### src/common/tsi_regs.vh
// Constants shared by the temperature sensor bus target port.
`ifndef TSI_REGS_VH
`define TSI_REGS_VH
`define TSI_ADDR_LOW        7'h4A
`define TSI_ADDR_HIGH       7'h4B
`define TSI_CLK_MHZ         100
`define TSI_PU_TYP_US       500
`define TSI_PU_MAX_US       1000
`define TSI_PU_CYCLES       ((`TSI_PU_TYP_US) * (`TSI_CLK_MHZ))
`define TSI_RST_MIN_NS      1000
`define TSI_RST_MIN_CYCLES  (((`TSI_RST_MIN_NS) * (`TSI_CLK_MHZ) + 999) / 1000)
`define TSI_CRC_POLY        8'h31
`define TSI_CRC_INIT        8'hFF
`define TSI_CMD_STRETCH_ON  16'h2C02
`define TSI_CMD_STRETCH_OFF 16'h2400
`define TSI_CMD_CHK_POS     0
`define TSI_CMD_CHK_W       3
`endif

### src/rtl/tsi_crc8.v
// Byte-serial checksum step used for data words on the bus.
`timescale 1ns/10ps
`include "tsi_regs.vh"
module tsi_crc8 (
   // Current checksum and next byte
   input  wire [7:0] crc_in,
   input  wire [7:0] data,
   // Updated checksum
   output wire [7:0] crc_out
);
   function [7:0] step;
      input [7:0] c;
      input [7:0] d;
      integer     i;
      reg   [7:0] r;
      begin
         r = c ^ d;
         for (i = 0; i < 8; i = i + 1) begin
            r = r[7] ? ((r << 1) ^ `TSI_CRC_POLY) : (r << 1);
         end
         step = r;
      end
   endfunction
   assign crc_out = step(crc_in, data);
endmodule

### src/rtl/tsi_target.v
// Bus target port of the temperature sensor: addressing, checksums, stretching, alert.
// Notes on behaviour
// - Answer address 0x4A with select pin low, 0x4B with it high.
// - First byte after START holds address in top seven bits, direction in bit zero.
// - Work at any bus clock up to 1000 kHz, fast-mode rules up to 400 kHz.
// - Clock stretching supported, enabled or disabled by user command.
// - Only pull data and clock low; pull-ups make the high level.
// - Drive alert high while the reading lies outside programmed limits.
// - Commands are 16-bit words carrying a 3-bit checksum inside.
// - Every data word travels with a trailing 8-bit checksum byte.
// - Written data is accepted only with a correct trailing checksum.
// - After power-on threshold a power-up delay passes before commands are accepted.
// - Idle entered automatically when neither measuring nor communicating.
// - Idle reached at most 1 ms after power-on threshold, typically 0.5 ms.
`timescale 1ns/10ps
`include "tsi_regs.vh"
module tsi_target #(
   parameter PU_CYCLES  = `TSI_PU_CYCLES,
   parameter RST_CYCLES = `TSI_RST_MIN_CYCLES
) (
   // Clock and reset
   input  wire        clk,
   input  wire        rst_n,
   input  wire        external_reset_low_input,
   // Bus pins, open drain
   input  wire        scl_in,
   output reg         scl_out,
   output reg         scl_oe,
   input  wire        sda_in,
   output reg         sda_out,
   output reg         sda_oe,
   input  wire        addr_sel,
   // Sensor core side
   input  wire [15:0] temp_value,
   input  wire        meas_busy,
   input  wire        data_ready,
   input  wire [15:0] limit_high,
   input  wire [15:0] limit_low,
   // Results to the sensor core
   output reg  [15:0] cmd_word,
   output reg         cmd_valid,
   output reg  [15:0] wdata_word,
   output reg         wdata_valid,
   output reg         wdata_crc_err,
   output reg         stretch_en,
   output reg         alert,
   output reg         idle
);
   localparam ST_IDLE = 3'd0;
   localparam ST_ADDR = 3'd1;
   localparam ST_ACK  = 3'd2;
   localparam ST_RX   = 3'd3;
   localparam ST_TX   = 3'd4;
   localparam ST_TACK = 3'd5;
   localparam ST_SKIP = 3'd6;

   reg  [1:0]  rst_sync;
   wire        rst_i = rst_sync[1];
   reg  [1:0]  scl_s;
   reg  [1:0]  sda_s;
   reg  [1:0]  adr_s;
   reg  [1:0]  ext_s;
   reg         scl_q;
   reg         sda_q;
   reg  [15:0] ext_cnt;
   reg         soft_rst;
   reg  [19:0] pu_cnt;
   reg         ready;
   reg  [2:0]  state;
   reg  [2:0]  bit_cnt;
   reg  [7:0]  shreg;
   reg  [2:0]  byte_idx;
   reg         rd;
   reg  [7:0]  crc;
   reg  [47:0] rx_buf;
   reg         in_txn;
   reg         adr_lat;
   reg         byte_full;
   wire [7:0]  crc_next;

   wire scl_rise = scl_s[1] & ~scl_q;
   wire scl_fall = ~scl_s[1] & scl_q;
   wire start_c  = scl_s[1] & scl_q & sda_q & ~sda_s[1];
   wire stop_c   = scl_s[1] & scl_q & ~sda_q & sda_s[1];
   wire [7:0] rx_byte = {shreg[6:0], sda_s[1]};

   tsi_crc8 u_crc (
      .crc_in  (crc),
      .data    (shreg),
      .crc_out (crc_next)
   );

   // Checks the 3-bit checksum carried in the low bits of a command word.
   function cmd_ok;
      input [15:0] w;
      begin
         cmd_ok = (w[`TSI_CMD_CHK_W-1:0] == (w[15:13] ^ w[12:10] ^ w[9:7] ^ w[6:4] ^
                   {w[3], 2'b00}));
      end
   endfunction

   always @(posedge clk or negedge rst_n) begin
      if (!rst_n) begin
         rst_sync <= 2'b00;
      end else begin
         rst_sync <= {rst_sync[0], 1'b1};
      end
   end

   // Pins are asynchronous to clk, so each passes two flip-flops first.
   always @(posedge clk or negedge rst_n) begin
      if (!rst_n) begin
         scl_s <= 2'b11;
         sda_s <= 2'b11;
         adr_s <= 2'b00;
         ext_s <= 2'b11;
         scl_q <= 1'b1;
         sda_q <= 1'b1;
      end else begin
         scl_s <= {scl_s[0], scl_in};
         sda_s <= {sda_s[0], sda_in};
         adr_s <= {adr_s[0], addr_sel};
         ext_s <= {ext_s[0], external_reset_low_input};
         scl_q <= scl_s[1];
         sda_q <= sda_s[1];
      end
   end

   // Short glitches are ignored; only a held low level resets the port.
   always @(posedge clk or negedge rst_i) begin
      if (!rst_i) begin
         ext_cnt  <= 16'h0000;
         soft_rst <= 1'b0;
      end else if (ext_s[1]) begin
         ext_cnt  <= 16'h0000;
         soft_rst <= 1'b0;
      end else if (ext_cnt >= RST_CYCLES[15:0] - 16'h0001) begin
         soft_rst <= 1'b1;
      end else begin
         ext_cnt <= ext_cnt + 16'h0001;
      end
   end

   // Power-up delay before the port accepts any command.
   always @(posedge clk or negedge rst_i) begin
      if (!rst_i) begin
         pu_cnt <= 20'h0_0000;
         ready  <= 1'b0;
      end else if (soft_rst) begin
         pu_cnt <= 20'h0_0000;
         ready  <= 1'b0;
      end else if (!ready) begin
         pu_cnt <= pu_cnt + 20'h0_0001;
         if (pu_cnt >= PU_CYCLES[19:0] - 20'h0_0001) begin
            ready <= 1'b1;
         end
      end
   end

   always @(posedge clk or negedge rst_i) begin
      if (!rst_i) begin
         alert <= 1'b0;
         idle  <= 1'b0;
      end else begin
         alert <= ready & ((temp_value > limit_high) | (temp_value < limit_low));
         idle  <= ready & ~meas_busy & ~in_txn;
      end
   end

   // The clock line is only ever pulled low, never driven high.
   always @(posedge clk or negedge rst_i) begin
      if (!rst_i) begin
         scl_out <= 1'b0;
         scl_oe  <= 1'b0;
      end else begin
         scl_out <= 1'b0;
         scl_oe  <= stretch_en & in_txn & rd & (byte_idx == 3'd1) & (state == ST_ACK) &
                    meas_busy & ~data_ready & ~soft_rst;
      end
   end

   always @(posedge clk or negedge rst_i) begin
      if (!rst_i) begin
         state         <= ST_IDLE;
         bit_cnt       <= 3'd0;
         shreg         <= 8'h00;
         byte_idx      <= 3'd0;
         rd            <= 1'b0;
         crc           <= `TSI_CRC_INIT;
         rx_buf        <= 48'h0000_0000_0000;
         in_txn        <= 1'b0;
         adr_lat       <= 1'b0;
         byte_full     <= 1'b0;
         sda_out       <= 1'b0;
         sda_oe        <= 1'b0;
         cmd_word      <= 16'h0000;
         cmd_valid     <= 1'b0;
         wdata_word    <= 16'h0000;
         wdata_valid   <= 1'b0;
         wdata_crc_err <= 1'b0;
         stretch_en    <= 1'b0;
      end else begin
         cmd_valid     <= 1'b0;
         wdata_valid   <= 1'b0;
         wdata_crc_err <= 1'b0;
         sda_out       <= 1'b0;
         if (soft_rst || !ready) begin
            // A reset pulse also returns clock stretching to its off default.
            state      <= ST_IDLE;
            in_txn     <= 1'b0;
            sda_oe     <= 1'b0;
            stretch_en <= 1'b0;
         end else if (start_c) begin
            state    <= ST_ADDR;
            bit_cnt  <= 3'd0;
            byte_idx <= 3'd0;
            crc      <= `TSI_CRC_INIT;
            in_txn   <= 1'b1;
            byte_full <= 1'b0;
            adr_lat  <= adr_s[1];
            sda_oe   <= 1'b0;
         end else if (stop_c) begin
            if (!rd && byte_idx == 3'd6) begin
               wdata_word <= rx_buf[23:8];
               if (rx_buf[7:0] == crc) begin
                  wdata_valid <= 1'b1;
               end else begin
                  wdata_crc_err <= 1'b1;
               end
            end
            state  <= ST_IDLE;
            in_txn <= 1'b0;
            sda_oe <= 1'b0;
         end else begin
            case (state)
               ST_ADDR, ST_RX: begin
                  if (scl_rise) begin
                     shreg     <= rx_byte;
                     bit_cnt   <= bit_cnt + 3'd1;
                     byte_full <= (bit_cnt == 3'd7);
                  end
                  // The fall that follows START must not be taken as the end of a byte.
                  if (scl_fall && byte_full && byte_idx != 3'd7) begin
                     byte_full <= 1'b0;
                     if (state == ST_ADDR) begin
                        if (shreg[7:1] == (adr_lat ? `TSI_ADDR_HIGH : `TSI_ADDR_LOW)) begin
                           rd     <= shreg[0];
                           sda_oe <= 1'b1;
                           state  <= ST_ACK;
                        end else begin
                           state <= ST_SKIP;
                        end
                     end else begin
                        rx_buf <= {rx_buf[39:0], shreg};
                        if (byte_idx == 3'd3 || byte_idx == 3'd4) begin
                           crc <= crc_next;
                        end
                        if (byte_idx == 3'd2) begin
                           cmd_word <= {rx_buf[7:0], shreg};
                           if (cmd_ok({rx_buf[7:0], shreg})) begin
                              cmd_valid <= 1'b1;
                              if ({rx_buf[7:0], shreg} == `TSI_CMD_STRETCH_ON) begin
                                 stretch_en <= 1'b1;
                              end else if ({rx_buf[7:0], shreg} == `TSI_CMD_STRETCH_OFF) begin
                                 stretch_en <= 1'b0;
                              end
                           end
                        end
                        sda_oe <= 1'b1;
                        state  <= ST_ACK;
                     end
                     byte_idx <= byte_idx + 3'd1;
                  end
               end
               ST_ACK: begin
                  if (scl_fall && !scl_oe) begin
                     if (rd) begin
                        shreg   <= (byte_idx == 3'd1) ? temp_value[15:8] :
                                   (byte_idx == 3'd2) ? temp_value[7:0] : crc;
                        state   <= ST_TX;
                        bit_cnt <= 3'd0;
                        sda_oe  <= ~((byte_idx == 3'd1) ? temp_value[15] :
                                   (byte_idx == 3'd2) ? temp_value[7] : crc[7]);
                     end else begin
                        sda_oe <= 1'b0;
                        state  <= ST_RX;
                     end
                  end
               end
               ST_TX: begin
                  if (scl_fall) begin
                     bit_cnt <= bit_cnt + 3'd1;
                     if (bit_cnt == 3'd7) begin
                        sda_oe <= 1'b0;
                        crc    <= crc_next;
                        state  <= ST_TACK;
                     end else begin
                        sda_oe <= ~shreg[3'd6 - bit_cnt];
                     end
                  end
               end
               ST_TACK: begin
                  if (scl_rise) begin
                     // A NACK, even before the checksum byte, simply ends the read.
                     if (sda_s[1]) begin
                        state <= ST_SKIP;
                     end else begin
                        byte_idx <= byte_idx + 3'd1;
                        state    <= ST_ACK;
                     end
                  end
               end
               ST_SKIP: begin
                  sda_oe <= 1'b0;
               end
               default: begin
                  state <= ST_IDLE;
               end
            endcase
         end
      end
   end
endmodule

### config.mk
export PLATFORM = sky130hd
export DESIGN_NAME = tsi_target
export DESIGN_NICKNAME = d
export VERILOG_FILES = /design/src/rtl/tsi_crc8.v /design/src/rtl/tsi_target.v
export VERILOG_INCLUDE_DIRS = /design/src /design/src/common
export SDC_FILE = /design/constraint.sdc
export NUM_CORES = 1
export LEC_CHECK = 0
export BUFFER_PORTS_ARGS = -buffer_cell sky130_fd_sc_hd__buf_2
export CAP_MARGIN = 20
export CORE_ASPECT_RATIO = 0.75
export CORE_MARGIN = 4
export CORE_UTILIZATION = 63
export CTS_CLUSTER_SIZE = 40
export DETAILED_ROUTE_END_ITERATION = 10
export GPL_ROUTABILITY_DRIVEN = 0
export MAX_ROUTING_LAYER = met4
export PLACE_DENSITY = 0.86
export SLEW_MARGIN = 30
export SYNTH_ARGS = -nofsm -noshare
export SYNTH_HDL_FRONTEND = slang
export SYNTH_SLANG_ARGS = --single-unit
### constraint.sdc
create_clock -name clk -period 8.4 [get_ports clk]
set_input_delay 0.84 -clock clk [delete_from_list [all_inputs] [get_ports clk]]
set_output_delay 0.84 -clock clk [all_outputs]
set_load 0.05 [all_outputs]
==> impl_metrics.tcl, run 1 <==
set metrics [dict create \
    ctsResizeCount 0 \
    r2r_cells 6 \
    holdBufCountCts 0 \
    antenna_found_initial 0 \
    drt-initial-drc-count 543 \
    io_pins 98 \
    grt_overflow 0 \
    power_per_cell_area_nw_per_um2 182 \
    path_class "reg2reg" \
    portBuffers 95 \
    layout_min_cycle_time_ns 3.49 \
    htreeDepth 4 \
    dpl_worst_slack_ns 5.02 \
    area_delta_synth_final_pct 14.5 \
    wl_per_cell_um 18.7 \
    hp-class "in2async" \
    crit_fanout 25 \
    rsz0062_at_grt "no" \
    power_leakage_nw 4.47 \
    synth_seq_cells 143 \
    clk_path_buf_depth 2 \
    hold_viol 0 \
    cts_tree "yes" \
    drc 0 \
    die_y_um 104 \
    grt_pass1_wl_um 29900 \
    r2r-start "byte_idx[2]" \
    fin_hold_ws_ns 0.293 \
    finalCritPeriodShare_pct 41.5 \
    grt_start_max_net_pins 81 \
    crit_slowest_cell "nor3b_4" \
    worstPathRequired_ns 8.69 \
    ir_drop_mv 0.131 \
    nets 902 \
    initial_core_util_pct 65.9 \
    async_flop_share_pct 100 \
    dp_hpwl_um 13100 \
    cap_violations 0 \
    max_stage_delay_ns 0.95 \
    final_cell_mix "dfrtp_1, buf_2, mux2_2" \
    cts_setup_buffers 0 \
    final_common_cell "dfrtp_1" \
    fin_ws_ns 4.91 \
    core_um2 11800 \
    antenna_cells 0 \
    ys_seq_area_share_pct 46.2 \
    cts_root_buffer "clkbuf_16" \
    worst_slew_pin_slew_ns 0.879 \
    synth_edf_count 0 \
    drive_above_1_share_pct 27.1 \
    clk_latency_ns 0.41 \
    detail-route-antenna-nets 0 \
    grt.total_usage_pct 27.1 \
    ys.flop_type "dfrtp_1" \
    final_core_util_pct 75.4 \
    synthCells 723 \
    std_cell_rows 34 \
    synth.avg_cell_area_um2 10.8 \
    arrival_ns 3.78 \
    fin_total_pwr_w 0.00162 \
    finalSetupViolations 0 \
    setup.worst_path.end_class "flip-flop" \
    start_kind "flip-flop" \
    ys_warn_count 0 \
    cts_sinks 143 \
    r2r_setup_slack_ns 4.91 \
    crit_chain "ha_1 > nand4bb_4 > nor2_1 > nand3_2 > nor3b_4 > mux2_2" \
    synth.distinct_cells 67 \
    routed_via_density 6.03 \
    vias 5910 \
    fin_setup_tns_ns 0 \
    finalMaxSlewViolations 0 \
    finClkSkew_ns 0.00715 \
    cts_buffers 17 \
    slew_headroom_pct 41.3 \
    die_x_um 136 \
    fill_cells 747 \
    r2r-end "cmd_word[3]" \
    grt_pass1_vias 6052 \
    status "finished, final reports clean" \
    routed_wl_um 18300 \
    netlist_area_um2 7790 \
    clkSlewWorstSetupHoldPaths_ns 0.06 \
    fmax_mhz 287 \
    design.die.area_um2 14200 \
    firstDrtPassIters 7 \
]
==> through the flow <==
step,area (µm²),std cells
6_report,8920,980
5_1_grt,8920,980
2_1_floorplan,7790,724
3_5_place_dp,8290,947
3_3_place_gp,8290,947
4_1_cts,8900,979
==> cells in the mapped netlist, drive strengths merged (14+ instances only) <==
| master | count | share of area, % |
|---|---|---|
| nand3 | 15 | 1.0 |
| dfrtp | 127 | 41 |
| nor2b | 30 | 2.4 |
| o21ai | 21 | 1.4 |
| xnor2 | 35 | 4.3 |
| nand2 | 42 | 2.0 |
| xor2 | 32 | 3.6 |
| nor2 | 61 | 2.9 |
| nor4 | 14 | 1.3 |
| ha | 41 | 6.6 |
| inv | 41 | 2.0 |
| a21oi | 36 | 2.5 |
| mux2 | 71 | 10 |
| buf | 17 | 1.6 |
| dfstp | 16 | 5.4 |
| clkbuf | 18 | 0.87 |
==> worst max-delay path: cells and delay by family, from the launching register on <==
kind	cells	cell delay, ns
AND/OR/NAND/NOR	4	2.02
flip-flops	1	0.58
multiplexers	1	0.43
adder cells (fa/ha/maj)	1	0.32
==> where the power goes <==
part	switching [W]	internal (W)
Clock	0.000277	0.000489
Sequential	0.0000300	0.000712
Combinational	0.0000653	0.0000509
Total	0.000372	0.00125
==> how the worst max path moves through the flow <==
stage           startpoint           end  slack, ns  depth (start not counted)
2_1_floorplan  rst_sync[1]       adr_lat       4.43                          0
3_3_place_gp   byte_idx[2]  cmd_word[10]       5.18                          6
3_5_place_dp   byte_idx[2]   cmd_word[7]       5.02                          6
4_1_cts        byte_idx[2]   cmd_word[3]       4.97                          6
5_1_grt        byte_idx[2]   cmd_word[3]       4.77                          6
6_report       byte_idx[2]   cmd_word[3]       4.91                          6
==> registers in the layout, summed over array words and instances, names as in the netlist, 3 cells and up <==
register and cells:
rx_buf 24, crc 8, shreg 8, ext_cnt 16, wdata_word 16, pu_cnt 20, bit_cnt 3, cmd_word 16
byte_idx 3, state 3
==> cells by family after synthesis <==
group,Yosys count,share of synthesized area (%)
DFF,143,46.2
buffers and inverters,76,4.48
other,2,0.0964
xor gates and xnor gates,67,7.87
AOI/OAI and AO/OA,105,8.87
and+or+nand+nor,209,14.1
muxes,80,11.8
adders and majority gates,41,6.59
==> final cells by class <==
type | instances | area, µm² | share of cell area (%)
clock buffers | 22 | 474 | 5.32
clock inverters | 10 | 135 | 1.52
inverters | 41 | 154 | 1.73
multi-input cells | 505 | 3850 | 43.2
flip-flops and latches | 143 | 3600 | 40.4
well taps | 162 | 203 | 2.27
repair buffers | 97 | 498 | 5.58
==> metal layers <==
| metal | vias up | wire length [µm] | share of wire, % | track usage, % |
|---|---|---|---|---|
| met5 | - | 0 | 0 | - |
| met4 | 0 | 520 | 2.8 | 9.35 |
| met3 | 58 | 1460 | 8.0 | 6.96 |
| met2 | 307 | 8750 | 48 | 42.2 |
| met1 | 2861 | 7570 | 41 | 34.8 |
| li1 | 2684 | - | - | - |
(Power assumes the default switching activity.)
==> run 2, diff against run 1 <==
Settings changed: CORE_UTILIZATION 63 to 59, PLACE_DENSITY 0.86 to 0.81.
Clock period 8.4 ns to 3.6 ns, I/O delays scaled along.
==> run 2 against run 1 <==
Compared with the run above: combinational power up 140%; via count decreased by 1.9%; register-to-register slack got worse by 4.0 ns; sequential share of layout area is 0.17 points lower; hold slack got worse by 0.26 ns; setup slack worse by 4.0 ns; sequential power rose by 130%; global-route usage decreased by 1.9 points.
==> impl_metrics.tcl, run 2 (synthesized netlist as in run 1, its figures left out) <==
set metrics [dict create \
    cts_root_buffer "clkbuf_16" \
    clkSlewWorstSetupHoldPaths_ns 0.06 \
    detail-route-antenna-nets 0 \
    status "finished, final reports clean" \
    fin_cells 995 \
    regMostFlops "rx_buf" \
    holdBufCountCts 1 \
    crit_slowest_cell "dfrtp_1" \
    power_leakage_nw 4.49 \
    firstDrtPassIters 5 \
    arrival_ns 3.03 \
    routed_wl_um 17800 \
    wl_per_cell_um 17.8 \
    start_kind "flip-flop" \
    die_y_um 108 \
    drt-initial-drc-count 526 \
    power_per_cell_area_nw_per_um2 413 \
    crit_chain "ha_1 > ha_1 > nand4bb_4 > nor2_1 > nand3_2 > buf_4 > nor3b_4 > buf_4 > mux2_2" \
    final_common_cell "dfrtp_1" \
    finalCritPeriodShare_pct 75.8 \
    critical-path-top-delay-family "simple AND/OR/NAND/NOR gates" \
    cts_sinks 143 \
    design.die.area_um2 15100 \
    std_cell_rows 36 \
    grt.total_usage_pct 25.2 \
    crit_fanout 25 \
    cts_setup_buffers 0 \
    finClkSkew_ns 0.0112 \
    fin_setup_tns_ns 0 \
    dp_hpwl_um 12900 \
    io_pins 98 \
    worst_slew_pin_slew_ns 0.911 \
    drive_above_1_share_pct 27.2 \
    fill_cells 926 \
    portBuffers 95 \
    clk_latency_ns 0.42 \
    die_x_um 141 \
    max_stage_delay_ns 0.43 \
    finalSetupViolations 0 \
    cap_violations 0 \
    clk_path_buf_depth 2 \
    path_class "reg2reg" \
    grt_overflow 0 \
    crit_buf_inv 2 \
    core_um2 13000 \
    largest_reg_flops 24 \
    htreeDepth 4 \
    final_cell_mix "dfrtp_1, buf_2, mux2_2" \
    fmax_mhz 366 \
    antenna_found_initial 0 \
    area_delta_synth_final_pct 15.0 \
    drc 0 \
    grt_pass1_vias 5939 \
    antenna_cells 0 \
    cts_tree "yes" \
    finalMaxSlewViolations 0 \
    nets 908 \
    layout_min_cycle_time_ns 2.73 \
    hp-class "in2reg" \
    rsz0062_at_grt "no" \
    ir_drop_mv 0.298 \
    ctsResizeCount 0 \
    routed_via_density 5.83 \
    initial_core_util_pct 60.1 \
    cts_buffers 17 \
    slew_headroom_pct 38.7 \
    dp.cells 961 \
    setup.worst_path.end_class "flip-flop" \
    hold_viol 0 \
    largestRegisters "rx_buf: 24 flops, pu_cnt: 20 flops" \
    worstPathRequired_ns 3.90 \
    vias 5799 \
    grt_pass1_wl_um 29500 \
    grt_start_max_net_pins 74 \
]
run 2: cell type report:
| type | count | area, µm² | share of cell area (%) |
|---|---|---|---|
| clock buffers | 22 | 454 | 5.07 |
| clock inverters | 10 | 115 | 1.29 |
| inverters | 41 | 154 | 1.72 |
| multi-input cells | 505 | 3850 | 42.9 |
| flip-flops and latches | 143 | 3600 | 40.2 |
| well taps | 171 | 214 | 2.39 |
| repair buffers | 103 | 571 | 6.37 |
run 2: worst paths after layout:
check | startpoint | cells after the start | endpoint | slack, ns
worst max-delay path | byte_idx[0] | 9 | cmd_word[10] | 0.87
worst min-delay path | sda_in | 1 | sda_s[0] | 0.04
worst max register to register | byte_idx[0] | 9 | cmd_word[10] | 0.87
worst min register to register | rst_sync[1] | 0 | pu_cnt[11] | 0.25
max in group asynchronous | rst_sync[1] | 2 | byte_idx[2] | 2.48
min in group asynchronous | rst_sync[1] | 0 | pu_cnt[11] | 0.25
run 2: through the flow:
stage	cell area (µm²)	total power [W]	setup slack [ns]	hold WS, ns	util, %
floorplan	7790	0.00192	1.21	0.0644	-
global placement	8350	0.00199	1.01	0.233	64.4
detailed placement	8350	0.00202	0.930	0.240	64.4
CTS	8930	0.00373	0.896	0.0238	68.8
global route	8960	0.00385	0.742	0.0181	69.0
finish	8960	0.00370	0.870	0.0377	69.0
run 2: per-layer routing:
metal / track usage, % / routed length [µm] / up-vias
met5: - / 0 / -
met1: 33.6 / 7630 / 2779
met3: 6.62 / 1590 / 34
li1: - / - / 2701
met2: 38.6 / 8270 / 285
met4: 7.40 / 276 / 0
run 2: where the power goes:
group	switching (W)	total [W]	internal (W)	leakage [nW]
clock	0.000664	0.00170	0.00104	0.276
combinational	0.000150	0.000274	0.000124	2.35
sequential	0.0000648	0.00173	0.00166	1.86
total	0.000880	0.00370	0.00282	4.48
==> run 3, diff against run 2 <==
Clock period 3.6 ns to 2.7 ns, I/O delays scaled along.
==> run 3 against run 2 <==
Compared with the run above: setup slack got worse by 0.60 ns; fmax rose by 12%; clock power rose by 23%; via count rose by 2.8%; largest power group unchanged; sequential share of layout area fell by 0.11 points.
==> impl_metrics.tcl, run 3 (synthesized netlist as in run 1, its figures left out) <==
set metrics [dict create \
    grt_pass1_wl_um 30500 \
    ir_drop_mv 0.432 \
    arrival_ns 2.74 \
    slew_headroom_pct 48.7 \
    vias 5960 \
    p_sw_share_pct 25.2 \
    regMostFlops "rx_buf" \
    hp-class "in2reg" \
    grt_busiest_layer "met2" \
    p_int_w 0.00355 \
    dp.cells 970 \
    max_stage_delay_ns 0.42 \
    detail-route-antenna-nets 0 \
    grt_overflow 0 \
    routed_via_density 5.92 \
    status "finished, final reports clean" \
    cpMostUsedCell "ha_1" \
    crit_fanout 17 \
    drc 0 \
    finalSetupViolations 0 \
    cts_setup_buffers 0 \
    design.die.area_um2 15100 \
    final_cell_mix "dfrtp_1, buf_2, mux2_2" \
    routed_wl_um 18600 \
    worst_slew_pin_slew_ns 0.769 \
    regArea_um2 3600 \
    ctsResizeCount 0 \
    layout_min_cycle_time_ns 2.43 \
    hold_viol 0 \
    fin_cells 1007 \
    io_pins 98 \
    met2_usage_pct 42.3 \
    power_per_cell_area_nw_per_um2 529 \
    dp_hpwl_um 13600 \
    grt.total_usage_pct 26.3 \
    cts_tree "yes" \
    crit_chain "ha_1 > ha_1 > nand4bb_4 > nor2_1 > nand3_2 > nor3b_4 > buf_4 > mux2_2" \
    fmax_mhz 412 \
    largest_reg_flops 24 \
    largestRegisters "rx_buf: 24 flops, pu_cnt: 20 flops" \
    final_core_util_pct 69.2 \
    fin_setup_tns_ns 0 \
    dpl_cell_area_um2 8400 \
    drive_above_1_share_pct 27.9 \
    fin_hold_ws_ns 0.0588 \
    portBuffers 95 \
    crit_slowest_cell "dfrtp_1" \
    wl_per_cell_um 18.5 \
    holdBufCountCts 5 \
    clk_latency_ns 0.43 \
    path_class "reg2reg" \
    die_y_um 108 \
    clk_path_buf_depth 2 \
    start_kind "flip-flop" \
    cts_buffers 17 \
    grt_pass1_vias 5964 \
    gr-usage-met3_pct 5.91 \
    std_cell_rows 36 \
    core_um2 13000 \
    htreeDepth 4 \
    power_frac_comb_pct 7.5 \
    crit_buf_inv 1 \
    finClkSkew_ns 0.0110 \
    area_delta_synth_final_pct 15.3 \
    clkSlewWorstSetupHoldPaths_ns 0.06 \
    multi_input_area_um2 3850 \
    power_leakage_nw 4.51 \
    finalCritPeriodShare_pct 90.0 \
    finalMaxSlewViolations 0 \
    antenna_found_initial 0 \
    nets 920 \
    die_x_um 141 \
    final_area_um2 8980 \
    clkPwrFrac_pct 44.0 \
    setup.worst_path.end_class "flip-flop" \
    initial_core_util_pct 60.1 \
    cts_root_buffer "clkbuf_16" \
    grt_start_max_net_pins 61 \
    worstPathRequired_ns 3.01 \
    drt-initial-drc-count 489 \
    cts_sinks 143 \
    p_seq_share_pct 48.5 \
    antenna_cells 0 \
    critical-path-top-delay-family "simple AND/OR/NAND/NOR gates" \
    netSwitchingPower_w 0.00120 \
    rsz0062_at_grt "no" \
    fill_cells 932 \
    met1_usage_pct 33.4 \
    firstDrtPassIters 5 \
    cap_violations 0 \
    final_common_cell "dfrtp_1" \
]
run 3: cell count changes in the layout (fill, tap and decap cells not counted), moves of 2 or more:
cell	change
buf_4	+10
clkinv_4	+4
dlygate4sd3_1	+4
bufinv_16	-2
inv_6	+2
run 3: metrics by stage:
step	setup slack (ns)	power [W]
floorplan	0.312	0.00256
global placement	0.378	0.00266
finish	0.271	0.00475
CTS	0.284	0.00478
detailed placement	0.285	0.00269
global route	0.152	0.00496
run 3: power groups by stage:
stage                     registers [W]  logic, W  clock network, W
final                           0.00230  0.000356           0.00209
after global routing            0.00232  0.000409           0.00223
after CTS                       0.00230  0.000356           0.00212
after detailed placement        0.00234  0.000348                 0
after global placement          0.00233  0.000324                 0
after floorplan                 0.00233  0.000227                 0
run 3: final cells by class:
cell class / instances / share of cell area [%]
Tap cell: 171 / 2.38
Inverter: 41 / 1.71
Multi-Input combinational cell: 505 / 42.8
Sequential cell: 143 / 40.1
Clock inverter: 12 / 0.989
Clock buffer: 20 / 4.86
Timing Repair Buffer: 115 / 7.11
run 3: worst paths after layout:
check | startpoint | to | slack (ns) | cells past startpoint
setup / recovery | byte_idx[0] | cmd_word[5] | 0.27 | 8
hold / removal | meas_busy | idle | 0.06 | 2
setup reg to reg | byte_idx[0] | cmd_word[5] | 0.27 | 8
hold reg to reg | rst_sync[0] | rst_sync[1] | 0.35 | 0
max in group asynchronous | rst_sync[1] | crc[0] | 1.50 | 1
min in group asynchronous | rst_n | adr_s[0] | 0.25 | 2
run 3: worst reg2reg max path, delay by kind of cell, from the launching register on:
family	cells	cell delay (ns)
DFF	1	0.42
buffers and inverters	1	0.27
and+or+nand+nor	4	0.83
muxes	1	0.37
adders and majority gates	2	0.42
run 3: per-layer routing:
layer	vias up	routed length, µm	share of wire [%]
met5	-	0	0
met4	0	398	2.1
met3	45	1420	7.7
met2	252	8880	48
met1	2937	7890	42
li1	2726	-	-
